### config.mk
export PLATFORM = sky130hd
export DESIGN_NAME = ssipmf_formatter
export DESIGN_NICKNAME = d
export VERILOG_FILES = /design/src/rtl/ssipmf_pkg.sv /design/src/rtl/ssipmf_sync2.sv /design/src/rtl/ssipmf_formatter.sv
export VERILOG_INCLUDE_DIRS = /design/src /design/src/rtl
export SDC_FILE = /design/constraint.sdc
export NUM_CORES = 1
export LEC_CHECK = 0
export ABC_CLOCK_PERIOD_IN_PS = 3550
export BUFFER_PORTS_ARGS = -buffer_cell sky130_fd_sc_hd__buf_2
export CORE_MARGIN = 10
export CORE_UTILIZATION = 56
export CTS_BUF_LIST = sky130_fd_sc_hd__clkbuf_8
export DETAILED_ROUTE_END_ITERATION = 10
export HOLD_SLACK_MARGIN = 0.05
export PLACE_DENSITY = 0.88
export SLEW_MARGIN = 20
export SYNTH_ARGS = -nofsm -noshare
export SYNTH_HDL_FRONTEND = slang
export SYNTH_SLANG_ARGS = --single-unit
### constraint.sdc
create_clock -name hclk -period 3.55 [get_ports hclk]
set_input_delay 1.065 -clock hclk [delete_from_list [all_inputs] [get_ports hclk]]
set_output_delay 1.065 -clock hclk [all_outputs]
set_load 0.01 [all_outputs]
### src/rtl/ssipmf_defs.svh
`ifndef SSIPMF_DEFS_SVH
`define SSIPMF_DEFS_SVH

// Register byte offsets on the AHB-Lite slave.
`define SSIPMF_CFG_OFS      8'h00
`define SSIPMF_POS_OFS      8'h04
`define SSIPMF_STAT_OFS     8'h08
`define SSIPMF_MSG_OFS      8'h0C

// Configuration register fields.
`define SSIPMF_CFG_ERR_BIT  2
`define SSIPMF_CFG_ZDEF_BIT 3
`define SSIPMF_CFG_ERR_RST  1'h0
`define SSIPMF_CFG_ZDEF_RST 1'h1

// Status register fields.
`define SSIPMF_STAT_TS_LSB  0
`define SSIPMF_STAT_ST_LSB  12
`define SSIPMF_STAT_NB_LSB  16
`define SSIPMF_STAT_RES_LSB 24

// Checksum parameters.
`define SSIPMF_CRC_POLY     8'h97
`define SSIPMF_CRC_INIT     8'h00

// Timing, in nanoseconds.
`define SSIPMF_HCLK_NS      8
`define SSIPMF_TS_STEP_NS   1000
`define SSIPMF_TMU_NS       20000

`endif

### src/rtl/ssipmf_pkg.sv
package ssipmf_pkg;

	typedef enum logic [1:0] {
		FMT_CRC32     = 2'b00,
		FMT_PARITY30  = 2'b01,
		FMT_GRAY18    = 2'b10,
		FMT_TS32      = 2'b11
	} ssipmf_fmt_t;

	typedef enum logic [1:0] {
		ST_IDLE  = 2'b00,
		ST_SHIFT = 2'b01,
		ST_HOLD  = 2'b10
	} ssipmf_state_t;

endpackage

### src/rtl/ssipmf_sync2.sv
`timescale 1ns/100ps
module ssipmf_sync2 (
	input  wire logic hclk,
	input  wire logic hresetn,
	input  wire logic d,
	output logic      q
);
	logic meta_q;

	// Both stages reset high, the idle level of the link clock.
	always_ff @(posedge hclk or negedge hresetn) begin
		if (!hresetn) begin
			meta_q <= 1'h1;
			q      <= 1'h1;
		end else begin
			meta_q <= d;
			q      <= meta_q;
		end
	end
endmodule

### src/rtl/ssipmf_formatter.sv
`timescale 1ns/100ps
`include "ssipmf_defs.svh"
// Overview of operation
// - Checksum is CRC-8, generator 0x97, start zero, MSB first, no inversion.
// - CRC format puts checksum in bits 31..24 over low 24 bits.
// - CRC format bit 23 is validity, complement of error indication.
// - Zero-origin factory flag at bit 22 (CRC) or bit 30 (stamped).
// - CRC format position in bits 21..0, unused upper bits zero.
// - Parity format bits 29..24 zero, position in bits 23..2.
// - Parity format bit 1 is odd parity indicator of bits 23..2.
// - Parity format bit 0 is the alarm, one on error.
// - Eighteen-bit format sends Gray-coded position in bits 17..0 only.
// - Eighteen-bit format caps resolution at 18 bits.
// - Stamped format bit 31 is validity, complement of error indication.
// - Stamped format position in bits 29..11, upper bits zero.
// - Stamped format bits 10..0 hold time stamp latched at measurement.
// - Eleven-bit stamp counter steps every 1 us and wraps to zero.
// - Stamped format caps resolution at 19 bits.
// - Lines idle high; each rising clock edge presents next bit, MSB first.
// - After last falling edge, 20 us update delay, then data high.
// - After final rising edge, data shows error indication until update ends.
// - Controller clock runs 100 kHz to 2 MHz; read lasts n periods plus half.
module ssipmf_formatter
	import ssipmf_pkg::*;
#(
	parameter ssipmf_fmt_t FORMAT   = FMT_CRC32,
	parameter int unsigned RES_BITS = 22
) (
	input  wire logic        hclk,
	input  wire logic        hresetn,
	input  wire logic        hsel,
	input  wire logic [31:0] haddr,
	input  wire logic [1:0]  htrans,
	input  wire logic        hwrite,
	input  wire logic [2:0]  hsize,
	input  wire logic [31:0] hwdata,
	input  wire logic        hready,
	output logic      [31:0] hrdata,
	output logic             hreadyout,
	output logic             hresp,
	input  wire logic        ssi_clk,
	output logic             ssi_data
);
	localparam int unsigned TMU_CYC = `SSIPMF_TMU_NS / `SSIPMF_HCLK_NS;
	localparam int unsigned TS_CYC  = `SSIPMF_TS_STEP_NS / `SSIPMF_HCLK_NS;
	localparam int unsigned CAP     = (FORMAT == FMT_GRAY18) ? 18 :
	                                  (FORMAT == FMT_TS32) ? 19 : 22;
	localparam int unsigned EFF_RES = (RES_BITS < CAP) ? RES_BITS : CAP;
	localparam int unsigned N_BITS  = (FORMAT == FMT_PARITY30) ? 30 :
	                                  (FORMAT == FMT_GRAY18) ? 18 : 32;

	localparam logic [11:0] TMU_LAST = 12'(TMU_CYC - 1);
	localparam logic [7:0]  TS_LAST  = 8'(TS_CYC - 1);
	localparam logic [5:0]  MSG_BITS = 6'(N_BITS);
	localparam logic [4:0]  RES_FLD  = 5'(EFF_RES);
	localparam logic [21:0] POS_MASK = 22'((64'h1 << EFF_RES) - 64'h1);

	if (RES_BITS < 1 || RES_BITS > 22) begin : g_res_check
		$error("RES_BITS must lie between 1 and 22");
	end
	if (TMU_CYC > 4095 || TS_CYC > 255) begin : g_time_check
		$error("Clock rate too high for the timing counters");
	end

	ssipmf_state_t state_q;
	logic        cfg_err_q;
	logic        cfg_zdef_q;
	logic [21:0] pos_q;
	logic [10:0] ts_capt_q;
	logic [10:0] ts_cnt_q;
	logic [7:0]  ts_div_q;
	logic [31:0] msg_q;
	logic [5:0]  bit_idx_q;
	logic [11:0] tmu_q;
	logic        sclk_s;
	logic        sclk_prev_q;
	logic        sclk_rise;
	logic        sclk_fall;
	logic [5:0]  idx_m1;
	logic        ahb_wr_q;
	logic        ahb_rd_q;
	logic [7:0]  ahb_addr_q;

	function automatic logic [7:0] crc8(input logic [23:0] d);
		logic [7:0] c;
		logic       fb;
		c = `SSIPMF_CRC_INIT;
		for (int i = 23; i >= 0; i--) begin
			fb = c[7] ^ d[i];
			c = {c[6:0], 1'h0};
			if (fb) begin
				c = c ^ `SSIPMF_CRC_POLY;
			end
		end
		return c;
	endfunction

	function automatic logic [31:0] build(input logic [21:0] pos,
	                                      input logic        err,
	                                      input logic        zdef,
	                                      input logic [10:0] ts);
		logic [31:0] m;
		m = 32'h0000_0000;
		case (FORMAT)
		FMT_CRC32: begin
			m[23] = ~err;
			m[22] = zdef;
			m[21:0] = pos;
			m[31:24] = crc8(m[23:0]);
		end
		FMT_PARITY30: begin
			m[23:2] = pos;
			m[1] = ^pos;
			m[0] = err;
		end
		FMT_GRAY18: begin
			m[17:0] = pos[17:0] ^ {1'h0, pos[17:1]};
		end
		FMT_TS32: begin
			m[31] = ~err;
			m[30] = zdef;
			m[29:11] = pos[18:0];
			m[10:0] = ts;
		end
		default: begin
			m = 32'h0000_0000;
		end
		endcase
		return m;
	endfunction

	function automatic logic [31:0] reg_read(input logic [7:0] a);
		logic [31:0] r;
		r = 32'h0000_0000;
		case (a)
		`SSIPMF_CFG_OFS: begin
			r[1:0] = FORMAT;
			r[`SSIPMF_CFG_ERR_BIT] = cfg_err_q;
			r[`SSIPMF_CFG_ZDEF_BIT] = cfg_zdef_q;
		end
		`SSIPMF_POS_OFS: begin
			r[21:0] = pos_q;
		end
		`SSIPMF_STAT_OFS: begin
			r[`SSIPMF_STAT_TS_LSB +: 11] = ts_cnt_q;
			r[`SSIPMF_STAT_ST_LSB +: 2] = state_q;
			r[`SSIPMF_STAT_NB_LSB +: 6] = MSG_BITS;
			r[`SSIPMF_STAT_RES_LSB +: 5] = RES_FLD;
		end
		`SSIPMF_MSG_OFS: begin
			r = msg_q;
		end
		default: begin
			r = 32'h0000_0000;
		end
		endcase
		return r;
	endfunction

	// The link clock comes from the controller, so it is resynchronised
	// before any edge detection looks at it.
	ssipmf_sync2 u_sclk_sync (
		.hclk    (hclk),
		.hresetn (hresetn),
		.d       (ssi_clk),
		.q       (sclk_s)
	);

	assign sclk_rise = sclk_s & ~sclk_prev_q;
	assign sclk_fall = ~sclk_s & sclk_prev_q;
	assign idx_m1    = bit_idx_q - 6'h01;

	always_ff @(posedge hclk or negedge hresetn) begin
		if (!hresetn) begin
			sclk_prev_q <= 1'h1;
		end else begin
			sclk_prev_q <= sclk_s;
		end
	end

	// AHB-Lite address phase capture and answer. Reads take one wait state
	// so that a write in the preceding data phase is always seen.
	always_ff @(posedge hclk or negedge hresetn) begin
		if (!hresetn) begin
			ahb_wr_q   <= 1'h0;
			ahb_rd_q   <= 1'h0;
			ahb_addr_q <= 8'h00;
			hreadyout  <= 1'h1;
			hrdata     <= 32'h0000_0000;
		end else begin
			ahb_wr_q <= 1'h0;
			ahb_rd_q <= 1'h0;
			if (ahb_rd_q) begin
				hrdata    <= reg_read(ahb_addr_q);
				hreadyout <= 1'h1;
			end else if (hready && hsel && htrans[1]) begin
				ahb_addr_q <= (haddr[31:8] == 24'h00_0000) ?
				              haddr[7:0] : 8'hFF;
				ahb_wr_q   <= hwrite;
				ahb_rd_q   <= ~hwrite;
				hreadyout  <= hwrite;
			end
		end
	end

	always_ff @(posedge hclk or negedge hresetn) begin
		if (!hresetn) begin
			hresp <= 1'h0;
		end else begin
			hresp <= 1'h0;
		end
	end

	always_ff @(posedge hclk or negedge hresetn) begin
		if (!hresetn) begin
			cfg_err_q  <= `SSIPMF_CFG_ERR_RST;
			cfg_zdef_q <= `SSIPMF_CFG_ZDEF_RST;
		end else if (ahb_wr_q && ahb_addr_q == `SSIPMF_CFG_OFS) begin
			cfg_err_q  <= hwdata[`SSIPMF_CFG_ERR_BIT];
			cfg_zdef_q <= hwdata[`SSIPMF_CFG_ZDEF_BIT];
		end
	end

	// A position write marks the measurement instant, so the stamp is
	// captured with it.
	always_ff @(posedge hclk or negedge hresetn) begin
		if (!hresetn) begin
			pos_q     <= 22'h00_0000;
			ts_capt_q <= 11'h000;
		end else if (ahb_wr_q && ahb_addr_q == `SSIPMF_POS_OFS) begin
			pos_q     <= hwdata[21:0] & POS_MASK;
			ts_capt_q <= ts_cnt_q;
		end
	end

	always_ff @(posedge hclk or negedge hresetn) begin
		if (!hresetn) begin
			ts_div_q <= 8'h00;
			ts_cnt_q <= 11'h000;
		end else if (ts_div_q == TS_LAST) begin
			ts_div_q <= 8'h00;
			ts_cnt_q <= ts_cnt_q + 11'h001;
		end else begin
			ts_div_q <= ts_div_q + 8'h01;
		end
	end

	// Update delay timer, restarted by every falling link clock edge.
	always_ff @(posedge hclk or negedge hresetn) begin
		if (!hresetn) begin
			tmu_q <= 12'h000;
		end else if (sclk_fall || state_q == ST_IDLE) begin
			tmu_q <= 12'h000;
		end else if (tmu_q != TMU_LAST) begin
			tmu_q <= tmu_q + 12'h001;
		end
	end

	// Link sequencer. A read that stalls mid-message also ends after the
	// update delay, so a lost controller cannot hang the line low.
	always_ff @(posedge hclk or negedge hresetn) begin
		if (!hresetn) begin
			state_q   <= ST_IDLE;
			ssi_data  <= 1'h1;
			msg_q     <= 32'h0000_0000;
			bit_idx_q <= 6'h00;
		end else begin
			case (state_q)
			ST_IDLE: begin
				ssi_data <= 1'h1;
				if (sclk_fall) begin
					msg_q     <= build(pos_q, cfg_err_q, cfg_zdef_q,
					                   ts_capt_q);
					bit_idx_q <= MSG_BITS;
					state_q   <= ST_SHIFT;
				end
			end
			ST_SHIFT: begin
				if (sclk_rise && bit_idx_q != 6'h00) begin
					ssi_data  <= msg_q[idx_m1[4:0]];
					bit_idx_q <= idx_m1;
				end else if (sclk_rise) begin
					ssi_data <= cfg_err_q;
					state_q  <= ST_HOLD;
				end else if (tmu_q == TMU_LAST) begin
					ssi_data <= 1'h1;
					state_q  <= ST_IDLE;
				end
			end
			ST_HOLD: begin
				if (tmu_q == TMU_LAST && !sclk_fall) begin
					ssi_data <= 1'h1;
					state_q  <= ST_IDLE;
				end
			end
			default: begin
				ssi_data <= 1'h1;
				state_q  <= ST_IDLE;
			end
			endcase
		end
	end
endmodule

# ---- Word level (Yosys, flattened, before mapping)
# Cells that the tools add are included.
dict set report word_totals {
  register_bits 142
  inputBits 75
  output_inout_bits 35
  word_cells 215
}
dict set report classes {
  add_sub_neg 4
  n_lt_le_gt_ge 1
  eq_ne 14
  mux 105
  bitwise_logic 53
  reduce_logical 20
}
# cell count
set ops {}
lappend ops {{2-to-1 mux 8 bit} 72}
lappend ops {{inverter 5 bit} 23}
lappend ops {{zero test 24 bit} 1}
lappend ops {{2-to-1 mux 12 bit} 2}
lappend ops {{bitwise XOR 1 bit} 23}
lappend ops {{case mux 7 bit (3 select lines)} 1}
lappend ops {{case mux 6 bit (3 select lines)} 1}
lappend ops {{== test 8 x 4 -> 1 bit (second input constant)} 2}
lappend ops {{case mux 4 bit (4 select lines)} 1}
lappend ops {{adder 12 x 1 -> 12 bit (second input constant)} 1}
lappend ops {{== test 12 bit (second input constant)} 1}
lappend ops {{2-to-1 mux 2 bit} 6}
lappend ops {{2-to-1 mux 6 bit} 2}
lappend ops {{!= test 12 bit (second input constant)} 1}
lappend ops {{case mux 2 bit (3 select lines)} 2}
lappend ops {{case mux 6 bit (2 select lines)} 1}
lappend ops {{adder 11 x 1 -> 11 bit (second input constant)} 1}
lappend ops {{2-to-1 mux 1 bit} 11}
lappend ops {{case mux 5 bit (2 select lines)} 1}
lappend ops {{adder 8 x 1 -> 8 bit (second input constant)} 1}
lappend ops {{== test 8 x 3 -> 1 bit (second input constant)} 1}
lappend ops {{== test 8 x 7 -> 1 bit (second input constant)} 1}
lappend ops {{zero test 8 bit} 1}
lappend ops {{!= test 2 bit (second input constant)} 4}
lappend ops {{21 further kinds} 36}

# ---- Longest topological paths before layout
# Gate-level depths: netlist (run 1).
dict set report depth {
  depth_word 94
  ltp_mapped 10
  depth_no_buf 8
}

# ---- Cells and area by module
# Synthesis (run 1) repeated with hierarchy kept, for this count alone.
dict set report unflattened {
  hier_cells 676
  area_unflattened_um2 7314.5
}
# module n_inst cells_per_inst area_per_inst_um2 seq_area_each_um2
set by_module_without_submodules {}
lappend by_module_without_submodules {ssipmf_formatter 1 674 7262.0 3508.4}
lappend by_module_without_submodules {ssipmf_sync2 1 2 52.6 52.6}

# ---- Worst setup path before layout (run 1)
# OpenSTA, ideal clock, no wires.
dict set report synth_timing {
  path_kind {register to register}
  from {register bit_idx_q[0]}
  to {register ssi_data}
  setup_ps 73
  t_arrival_ps 2596
  t_required_ps 3477
  path_slack_ps 881
  path_stages_with_launch 11
  path_buffers 2
  synth_period_minus_slack_ps 2669
  cell_sequence {dfrtp_1 -> clkinv_1 -> ha_1 -> clkbuf_1 -> buf_2 -> mux2i_1 -> mux4_2 -> mux2i_1 -> mux2_2 -> mux2i_1 -> a21oi_1}
}
dict set report synth_between {
  elab_chain_cells 5
  elab_cells_between_ends 9
  classes_between {add/sub (1); eq/ne (1); mux (4); reduce/logical (3)}
}
# element line_no
set synth_rtl {}
lappend synth_rtl {{start: declaration} ssipmf_formatter.sv:73} ;# logic [5:0] bit_idx_q;
lappend synth_rtl {{start signal: assignment} ssipmf_formatter.sv:281} ;# bit_idx_q <= idx_m1;
lappend synth_rtl {{subtractor 6 x 1 -> 6 bit} ssipmf_formatter.sv:171} ;# assign idx_m1 = bit_idx_q - 6'h01;
lappend synth_rtl {{binary-select mux 1 bit (select 5 bit)} ssipmf_formatter.sv:280} ;# ssi_data <= msg_q[idx_m1[4:0]];
lappend synth_rtl {{2-to-1 mux 1 bit (implied by the code)} ssipmf_formatter.sv:280}
lappend synth_rtl {{2-to-1 mux 1 bit} ssipmf_formatter.sv:279} ;# if (sclk_rise && bit_idx_q != 6'h00) begin
lappend synth_rtl {{case mux 1 bit (2 select lines)} ssipmf_formatter.sv:268} ;# case (state_q)
lappend synth_rtl {{end signal: assignment} ssipmf_formatter.sv:280}
lappend synth_rtl {{end signal: assignment} ssipmf_formatter.sv:283} ;# ssi_data <= cfg_err_q;
lappend synth_rtl {{end: declaration} ssipmf_formatter.sv:42} ;# output logic ssi_data
# Several ways; a longest one is shown, not always the timed one. The select of a mux whose other input is x is not followed.
# A chain may end at the register's enable or synchronous reset.

# ---- Worst setup path in the final report (run 1)
dict set report layout_timing {
  from {register cfg_zdef_q}
  to {register msg_q[26]}
}
dict set report layout_between {
  elab_chain_cells 90
  elab_cells_between_ends 112
  classes_between {mux (67); bitwise (45)}
}
# element line_no
set layout_rtl {}
lappend layout_rtl {{start: declaration} ssipmf_formatter.sv:67} ;# logic cfg_zdef_q;
lappend layout_rtl {{start signal: assignment} ssipmf_formatter.sv:217} ;# cfg_zdef_q <= `SSIPMF_CFG_ZDEF_RST;
lappend layout_rtl {{start signal: assignment} ssipmf_formatter.sv:220} ;# cfg_zdef_q <= hwdata[`SSIPMF_CFG_ZDEF_BIT];
lappend layout_rtl {{bitwise XOR 1 bit (*)} ssipmf_formatter.sv:89} ;# fb = c[7] ^ d[i];
lappend layout_rtl {{2-to-1 mux 8 bit (*)} ssipmf_formatter.sv:91} ;# if (fb) begin
lappend layout_rtl {{2-to-1 mux 8 bit (*)} ssipmf_formatter.sv:271} ;# if (sclk_fall) begin
lappend layout_rtl {{2-to-1 mux 8 bit (*)} ssipmf_formatter.sv:268}
lappend layout_rtl {{bitwise XOR 1 bit} ssipmf_formatter.sv:89}
lappend layout_rtl {{2-to-1 mux 8 bit (*)} ssipmf_formatter.sv:91}
lappend layout_rtl {{2-to-1 mux 8 bit (*)} ssipmf_formatter.sv:271}
lappend layout_rtl {{2-to-1 mux 8 bit (*)} ssipmf_formatter.sv:268}
lappend layout_rtl {{[... 74 more ...]} --}
lappend layout_rtl {{2-to-1 mux 8 bit (*)} ssipmf_formatter.sv:271}
lappend layout_rtl {{2-to-1 mux 8 bit (*)} ssipmf_formatter.sv:268}
lappend layout_rtl {{bitwise XOR 1 bit / inverter 5 bit (equally long branches)} --}
lappend layout_rtl {{2-to-1 mux 8 bit (*)} ssipmf_formatter.sv:91}
lappend layout_rtl {{2-to-1 mux 8 bit (*)} ssipmf_formatter.sv:271}
lappend layout_rtl {{2-to-1 mux 8 bit (*)} ssipmf_formatter.sv:268}
lappend layout_rtl {{bitwise XOR 1 bit / inverter 5 bit (equally long branches)} --}
lappend layout_rtl {{2-to-1 mux 8 bit (*)} ssipmf_formatter.sv:91}
lappend layout_rtl {{end signal: assignment} ssipmf_formatter.sv:272} ;# msg_q <= build(pos_q, cfg_err_q, cfg_zdef_q,
lappend layout_rtl {{end: declaration} ssipmf_formatter.sv:72} ;# logic [31:0] msg_q;
# Every way passes the cells marked *; elsewhere a longest branch is shown, timed or not. The select of a mux whose other input is x is not followed.

==> flow_summary.toml, run 1 <==
[outcome]
status = "finished, final reports clean"

[placed_design]
dp_hpwl_mm = 12.73
port_buffers = 94
finalWeightedCongestion = 0.9145
post-place-ws_ns = 0.7068
dpl-instance-area_um2 = 7895
placed_cells = 905

[sta]
rsz0062_at_grt = "no"
finalSetupViolCount = 0
worst_pin_slew_ns = 1.053
fin_tns_setup_ns = 0
finalMaxSlewViolations = 0
min_period_over_period_pct = 82.21
max_freq_mhz = 342.7
period_minus_slack_ns = 2.918
finalHoldViolCount = 0
setup_ws_ns = 0.6317
max-slew-margin-rel_pct = 29.08
fin_skew_ns = 0.007067

[power]
ir_drop_mv = 0.3343
p_per_area_nw_per_um2 = 655.3
p_leak_nw = 3.996

[layout]
finalInstanceArea_um2 = 8320
seqCellArea_um2 = 3561
fin_util_pct = 65.67
fillers = 941
nets = 833
diodes = 0
multi_input_area_um2 = 3412
final_cells = 937
areaGrowthSynthToFinish_pct = 14.62
drive_gt1_share_pct = 26.67

[detailed_routing]
top_layer = "met4"
wl_per_cell_um = 18.68
wirelength_mm = 17.50
post-route-drc-count = 0
viasPerCell = 5.731
ant_nets = 0
vias = 5370
drt-met1-wl_mm = 7.037
drt-initial-drc-count = 450
routed-wl-met3_mm = 1.336
dr_wl_met2_mm = 8.650
dr.pass1.iters = 5

[synthesis]
synth.area.top_cells = "dfrtp_1 47%, mux2_2 6.4%, xnor2_1 5.1%"
synthArstFlopShare_pct = 100.0
synth_top_family_by_area = "XOR/XNOR gates"
synth-adder-area-share_pct = 1.034
synth_edf_count = 0
yosys.cell_types.count = 52
synth_xor_area_share_pct = 14.18
syn_area_per_cell_um2 = 10.90
synth_seq_cells = 142
syn_nets = 747
ys.flop_type = "dfrtp_1"
synth_area_um2 = 7259
synth_mux_area_share_pct = 11.25
yosysSeqAreaShare_pct = 49.05
synth_compound_area_share_pct = 7.342
synth_warnings = 0
yosysTopAreaCellShare_pct = 46.88
syn_inst = 666
yosys.area.top_type = "dfrtp_1"
synth-simple-area-share_pct = 13.06

[worst_hold_path]
min_path_type = "flop to flop"
min_to = "u_sclk_sync.q"
hold_depth = 0
worstHoldStart = "u_sclk_sync.meta_q"

[worst_setup_path]
critPathArrivalTime_ns = 3.30
cp_max_fo = 7
critPathKind = "flop to flop"
cp.required_ns = 3.93
reg2reg_from = "cfg_zdef_q"
endpoint_kind = "flop"
regToRegSetupSlack_ns = 0.63
ff2ff_path_depth = 6
timing.rr.end = "msg_q[26]"
crit_path_start_kind = "flop"

[cts]
cts_made_buffers = 17
holdBufCountCts = 0
cts_resized = 0
clkTransAtPathRegs_ns = 0.08
cts_tree = "done"
cts_num_sinks = 142
postCtsSetupRepairBufs = 0
cts-htree-levels = 4
clockBufferDepth = 2
clock_latency_ns = 0.45
root_buffer = "clkbuf_8"

[floorplan]
dieWidth_um = 133.9
die_h_um = 133.9
top_level_ports = 110
initial_core_util_pct = 57.29
num_rows = 41
dieArea_um2 = 17920
core_area_um2 = 12670

[global_routing]
overflow = 0
grt_max_degree = 69
gr-usage-all-layers_pct = 19.73
grt_pass1_wl_mm = 28.26
first_global_vias = 5661
antenna_found_initial = 0

[run]
drv_cap = 0
[synth_stat cells (3+ instances only)]
cell	instances
dfrtp_1	136
o22a_1	8
a22oi_1	19
o21ai_0	29
o22ai_1	11
nand3_1	26
mux4_2	6
xnor3_1	8
nor4_1	9
and3_1	9
nand4_1	5
xor2_1	24
mux2_2	41
nor2b_1	3
xnor2_1	42
ha_1	6
clkbuf_1	29
dfstp_2	6
buf_2	5
inv_1	33
buf_1	3
nor2_1	33
a21oi_1	15
nor3_1	4
nand2b_1	9
nor4bb_1	3
mux2i_1	22
xnor3_2	3
nand2_1	89
[flip-flops by register name, indices dropped and copies added, names as in the netlist, 2 cells and up]
name	cells
hrdata	32
msg_q	32
pos_q	22
tmu_q	12
ts_cnt_q	11
ahb_addr_q	8
ts_div_q	8
bit_idx_q	6
state_q	2
[kinds of logic after synthesis]
group,Yosys count
and+or+nand+nor,202
DFF,142
AOI/OAI and AO/OA,87
xor gates and xnor gates,86
buffers and inverters,73
muxes,69
adders and majority gates,6
other,1
[worst max-delay path by stage]
stage / from / to / cells after the start
2_1_floorplan: bit_idx_q[0] / ssi_data / 10
3_3_place_gp: cfg_zdef_q / msg_q[26] / 6
3_5_place_dp: cfg_zdef_q / msg_q[26] / 6
4_1_cts: cfg_zdef_q / msg_q[26] / 6
5_1_grt: cfg_zdef_q / msg_q[26] / 6
6_report: cfg_zdef_q / msg_q[26] / 6
[critical path: stages (launching register included)]
cell	delay, ns
dfstp_2	0.64
xor3_2	0.49
xnor3_2	0.34
xnor3_2	0.48
xnor3_2	0.42
xnor3_1	0.36
o21ai_1	0.12
[per-stage QoR]
stage                     total power, W  hold WS (ns)
after floorplan                 0.003575        0.3452
after global placement          0.003943        0.3494
after detailed placement        0.004069        0.3550
after CTS                       0.005447        0.3635
after global routing            0.005718        0.3708
final                           0.005452        0.3631
[layer usage]
metal  vias up  global-route usage [%]
met5         -                       0
met4         0                   7.981
met3        46                   6.273
met2       233                   32.49
met1      2639                   23.51
li1       2452                       -
[final cells by class]
cell class / count / share of cell area [%]
tap: 172 / 2.586
sequential: 142 / 42.80
clock inverter: 11 / 1.639
timing repair buffer: 106 / 6.962
clock buffer: 21 / 3.474
inverter: 34 / 1.534
multi-input combinational: 451 / 41.01
[power breakdown]
group | internal (W) | switching, W
Clock | 0.000764 | 0.000606
Sequential | 0.00189 | 0.000276
Combinational | 0.00101 | 0.000909
[placed cells by master (no fill, tap or decap), drive strengths merged, types with 7 or more instances in the layout]
| master | n |
|---|---|
| and3 | 9 |
| xnor3 | 12 |
| xor2 | 25 |
| a22oi | 19 |
| clkbuf | 21 |
| mux2i | 22 |
| o22a | 8 |
| inv | 34 |
| o21ai | 31 |
| nand2 | 89 |
| clkinv | 7 |
| xnor2 | 44 |
| nor2 | 33 |
| nand3 | 26 |
| o22ai | 11 |
| dfrtp | 136 |
| a21oi | 15 |
| nand2b | 9 |
| nor4 | 9 |
| buf | 106 |
| mux2 | 41 |
No activity file was read; power rests on OpenSTA's default activity.
==> run 2: changes to the inputs <==
ABC_AREA = 1   (was default)
ABC_CLOCK_PERIOD_IN_PS = 2620   (was 3550)
CORE_UTILIZATION = 54   (was 56)
clock period = 2.62 ns   (was 3.55 ns; I/O delays follow)
==> flow_summary.toml, run 2 <==
[floorplan]
core_area_um2 = 13880
dieWidth_um = 139.2
num_rows = 43
initial_core_util_pct = 55.31
top_level_ports = 110
dieArea_um2 = 19390
die_h_um = 139.2

[placed_design]
finalWeightedCongestion = 0.8958
dp_hpwl_mm = 15.07
post-place-ws_ns = -0.9089
port_buffers = 94
dpl-instance-area_um2 = 8837
placed_cells = 1281

[layout]
fillers = 970
largestRegisters = "hrdata x32, msg_q x32, pos_q x22"
drive_gt1_share_pct = 30.23
layout_commonest_cell = "nand2_1"
areaGrowthSynthToFinish_pct = 27.18
final_cells = 1328
layout_common_cells = "199 x nand2_1, 135 x dfrtp_1, 103 x inv_1, 93 x buf_2, 89 x o21ai_0"
seqCellArea_um2 = 3562
nets = 1216
multi_input_area_um2 = 3930
diodes = 0
finalInstanceArea_um2 = 9764

[outcome]
violations = "setup timing"
status = "finished with violations"

[sta]
min_period_over_period_pct = 146.7
rsz0062_at_grt = "yes"
fin_tns_setup_ns = -9.072
max_freq_mhz = 260.2
fin_skew_ns = 0.01423
setup_ws_ns = -1.224
period_minus_slack_ns = 3.844
finalSetupViolCount = 8
finalMaxSlewViolations = 0
worst_pin_slew_ns = 0.8183
max-slew-margin-rel_pct = 45.38
finalHoldViolCount = 0

[worst_setup_path]
regToRegSetupSlack_ns = -1.22
crit_path_start_kind = "flop"
timing.rr.end = "msg_q[26]"
cp.required_ns = 2.94
cp_max_fo = 7
critPathArrivalTime_ns = 4.16
endpoint_kind = "flop"
ff2ff_path_depth = 25
reg2reg_from = "cfg_zdef_q"
critPathKind = "flop to flop"

[cts]
holdBufCountCts = 0
root_buffer = "clkbuf_8"
cts_tree = "done"
clock_latency_ns = 0.47
clockBufferDepth = 2
clkTransAtPathRegs_ns = 0.08
cts_made_buffers = 17
cts-htree-levels = 4
cts_num_sinks = 142

[synthesis]
synth_warnings = 0
synth_seq_cells = 142
syn_inst = 971
yosysTopAreaCellShare_pct = 44.33
yosys.area.top_type = "dfrtp_1"
synth_area_um2 = 7677
synth.area.top_cells = "dfrtp_1 44%, nand2_1 12%, o21ai_0 5.9%"
syn_nets = 1052
synth_most_common_cell = "nand2_1"
ys.flop_type = "dfrtp_1"
synthArstFlopShare_pct = 100.0
yosysSeqAreaShare_pct = 46.38
syn_area_per_cell_um2 = 7.907
synth_edf_count = 0
yosys.cell_types.count = 42
synthTopCellsByCount = "238 x nand2_1, 136 x dfrtp_1, 109 x inv_1"

[power]
ir_drop_mv = 0.7614
p_per_area_nw_per_um2 = 1171
totalPowerFinal_w = 0.01144
p_leak_nw = 4.984

[global_routing]
gr-usage-all-layers_pct = 22.00
overflow = 0
grt_max_degree = 87
first_global_vias = 7417
antenna_found_initial = 0
grt_pass1_wl_mm = 35.54

[detailed_routing]
dr.pass1.iters = 6
wirelength_mm = 23.07
ant_nets = 0
wl_per_cell_um = 17.37
viasPerCell = 5.746
vias = 7631
post-route-drc-count = 0
drt-initial-drc-count = 913

[run]
drv_cap = 0

[worst_hold_path]
min_path_type = "primary input to asynchronous set/reset pin"
[run 2: cell types whose count changed after synthesis, sizes merged, moves of 31 or more]
cell / before / now
a21oi: 15 / 54
inv: 33 / 122
nand2: 89 / 266
o21ai: 31 / 93
mux2: 41 / 7
nand3: 26 / 74
nor2: 33 / 64
[run 2: metal layers]
metal,track usage (%),wire (µm),share of wire (%)
met4,9.995,1116,4.8
met1,26.90,8830,38
met5,0,0,0
met3,6.465,2113,9.2
met2,35.11,11010,48
[run 2: cells by family after synthesis]
kind of cell	share of synthesized area (%)
simple gates	25.70
compound gates	12.58
buf+inv	7.871
flops	46.38
xor+xnor	5.411
mux	1.027
fa+ha+maj	0.9778
other cells	0.04884
[run 2: timing repair]
action / 4_1_cts / 5_1_grt
pin swaps: 1 / 39
buffers inserted: 7 / 8
setup endpoints to repair: 8 / 8
gates resized for setup: 23 / 69
[run 2: worst max path at each step]
stage | from | end | slack [ns] | cells past startpoint
finish | cfg_zdef_q | msg_q[26] | -1.22 | 25
global route | cfg_zdef_q | msg_q[31] | -1.46 | 30
CTS | cfg_zdef_q | msg_q[31] | -0.90 | 30
detailed placement | cfg_zdef_q | msg_q[31] | -0.91 | 30
global placement | cfg_zdef_q | msg_q[31] | -0.74 | 28
floorplan | cfg_zdef_q | msg_q[31] | -0.56 | 31
[run 2: power by group]
group	internal, W	switching (W)	total, W
Combinational	0.00272	0.00391	0.00663
Sequential	0.00258	0.000273	0.00285
Clock	0.00106	0.000887	0.00195
Total	0.00636	0.00507	0.0114
[run 2: cell type report]
class / count / share of cell area (%)
timing repair buffer: 176 / 11.61
clock inverter: 14 / 1.961
multi-input combinational: 675 / 40.25
tap: 180 / 2.307
sequential: 142 / 36.48
inverter: 123 / 4.856
clock buffer: 18 / 2.537
[run 2: through the flow]
step,utilization [%],hold slack [ns]
3_5_place_dp,63.67,0.3506
5_1_grt,70.34,0.3119
3_3_place_gp,63.67,0.3478
6_report,70.34,0.2864
4_1_cts,67.75,0.2935
2_1_floorplan,-,0.3452
[run 2: critical path, cell delays in order (launching register included)]
cell     delay (ns)
dfstp_2        0.66
inv_4          0.09
nand2_4        0.08
nand2_4        0.07
nand2_2        0.08
nand2_1        0.08
nand2_1        0.12
nand2_2        0.12
inv_2          0.09
nand2_1        0.10
nand2_1        0.10
nand3_1        0.13
nand3_1        0.14
nand2_2        0.11
inv_2          0.10
nand3_4        0.09
nand3_4        0.13
nand2_4        0.08
or2_1          0.23
nand2_2        0.12
xor2_2         0.20
xor2_2         0.23
buf_4          0.16
xor2_2         0.12
xor2_1         0.19
o21ai_1        0.07
==> run 3: changes to the inputs <==
ABC_CLOCK_PERIOD_IN_PS = 3580   (was 2620)
CORE_UTILIZATION = 56   (was 54)
PLACE_DENSITY = 0.87   (was 0.88)
SKIP_LAST_GASP = 1   (was default)
clock period = 3.58 ns   (was 2.62 ns; I/O delays follow)
==> flow_summary.toml, run 3 (synthesized netlist as in run 2, its figures left out) <==
[outcome]
status = "finished with violations"
violations = "setup timing"

[floorplan]
num_rows = 42
dieWidth_um = 137.1
core_area_um2 = 13350
dieArea_um2 = 18790
top_level_ports = 110
initial_core_util_pct = 57.52
die_h_um = 137.1

[sta]
rsz0062_at_grt = "yes"
whs_ns = 0.3654
finalHoldViolCount = 0
finalMaxSlewViolations = 0
setup_ws_ns = -0.1525
worst_pin_slew_ns = 0.8659
max-slew-margin-rel_pct = 42.27
max_freq_mhz = 267.9
fin_skew_ns = 0.009789
finalSetupViolCount = 6
min_period_over_period_pct = 104.3
period_minus_slack_ns = 3.733

[worst_setup_path]
setup.worst_path.start = "cfg_zdef_q"
crit_end = "msg_q[29]"
crit_path_start_kind = "flop"
cp_max_fo = 7
max_stage_delay_ns = 0.67
cp.required_ns = 3.99
cp_common_cell = "nand2_2"
ff2ff_path_depth = 27
crit_slowest_cell = "dfstp_2"
regToRegSetupSlack_ns = -0.15
reg2reg_from = "cfg_zdef_q"
critPathKind = "flop to flop"
endpoint_kind = "flop"
critPathArrivalTime_ns = 4.14
timing.rr.end = "msg_q[29]"

[cts]
cts-htree-levels = 4
cts_tree = "done"
cts_num_sinks = 142
root_buffer = "clkbuf_8"
clockBufferDepth = 2
clkTransAtPathRegs_ns = 0.08
clock_latency_ns = 0.48
cts_made_buffers = 17

[detailed_routing]
drt-initial-drc-count = 755
wl_per_cell_um = 16.90
wirelength_mm = 21.59
vias = 7224
viasPerCell = 5.653
ant_nets = 0
dr.pass1.iters = 5
post-route-drc-count = 0

[placed_design]
port_buffers = 94
finalWeightedCongestion = 0.9004
placed_cells = 1237
dp_hpwl_mm = 14.41

[global_routing]
grt_pass1_wl_mm = 32.82
grt_max_degree = 60
overflow = 0
busiest_layer = "met2"
grtUsageMet2_pct = 35.13
gr-usage-all-layers_pct = 22.10
antenna_found_initial = 1
met3_usage_pct = 6.378
first_global_vias = 6977
met1_usage_pct = 27.22

[layout]
layout_commonest_cell = "nand2_1"
largestRegisters = "hrdata x32, msg_q x32, pos_q x22"
diodes = 0
drive_gt1_share_pct = 26.59
fin_util_pct = 70.07
nets = 1170
layout_common_cells = "203 x nand2_1, 135 x dfrtp_1, 105 x inv_1, 93 x buf_2, 90 x o21ai_0"
final_cells = 1278
areaGrowthSynthToFinish_pct = 21.82

[power]
p_per_area_nw_per_um2 = 843.0
ir_drop_mv = 0.5650
p_leak_nw = 4.742
totalPowerFinal_w = 0.007884

[worst_hold_path]
min_path_type = "flop to flop"

[run]
drv_cap = 0
run 3: cell types whose count changed in the layout (fill, tap and decap cells not counted), moves of 2 or more:
cell      previous run  this run
buf_4               78        35
nand3_1             48        53
nand2_1            199       203
nand3_4             10         6
clkinv_4             3         0
inv_2               17        14
nand2_4             19        16
xor2_2               4         7
buf_12               3         1
inv_1              103       105
inv_6                3         5
nand2_2             45        43
xor2_1              24        22
run 3: layer usage:
metal  part of all wire (%)  vias up
li1                       -     3398
met1                     38     3328
met2                     48      421
met3                    9.7       77
met4                    4.2        0
met5                      0        -
run 3: worst max-delay path: cells and delay by family, from the launching register on:
kind | cells | cell delay [ns]
AND/OR/NAND/NOR | 22 | 2.23
XOR/XNOR | 2 | 0.46
AO/OA/AOI/OAI | 1 | 0.09
flip-flops | 1 | 0.67
buffers and inverters | 2 | 0.20
run 3: final cells by class:
| class | count | area, µm² |
|---|---|---|
| tap | 176 | 220.2 |
| fill | 983 | 3995 |
| inverter | 123 | 469.2 |
| timing repair buffer | 130 | 759.5 |
| sequential | 142 | 3562 |
| multi-input combinational | 675 | 3875 |
| clock buffer | 17 | 234.0 |
| clock inverter | 15 | 232.7 |
run 3: worst min path at each step:
stage	startpoint	to	slack, ns	cells after the start
after floorplan	u_sclk_sync.meta_q	u_sclk_sync.q	0.35	0
after global placement	u_sclk_sync.meta_q	u_sclk_sync.q	0.35	0
after detailed placement	u_sclk_sync.meta_q	u_sclk_sync.q	0.36	0
after CTS	u_sclk_sync.meta_q	u_sclk_sync.q	0.37	0
after global routing	u_sclk_sync.meta_q	u_sclk_sync.q	0.37	0
final	u_sclk_sync.meta_q	u_sclk_sync.q	0.37	0
run 3: repair_timing:
item,CTS,global route
hold buffers,0,0
endpoints found under the setup margin,2,8
hold endpoints to repair,0,0
resized for setup,1,84
buffers inserted,0,9
pin swaps,0,47
run 3: power breakdown:
group | total, W | internal, W | switching, W | leakage [nW]
clock network | 0.00153 | 0.000842 | 0.000684 | 0.226
registers | 0.00212 | 0.00189 | 0.000231 | 1.79
logic | 0.00424 | 0.00164 | 0.00260 | 2.72
total | 0.00788 | 0.00437 | 0.00351 | 4.74
run 3: stage by stage:
step	cell area, µm²	setup slack [ns]	TNS, ns
2_1_floorplan	7677	0.3849	0
3_3_place_gp	8464	0.09163	0
3_5_place_dp	8464	0.02611	0
4_1_cts	8939	0.002284	0
5_1_grt	9353	-0.3975	-2.302
6_report	9353	-0.1525	-0.6590
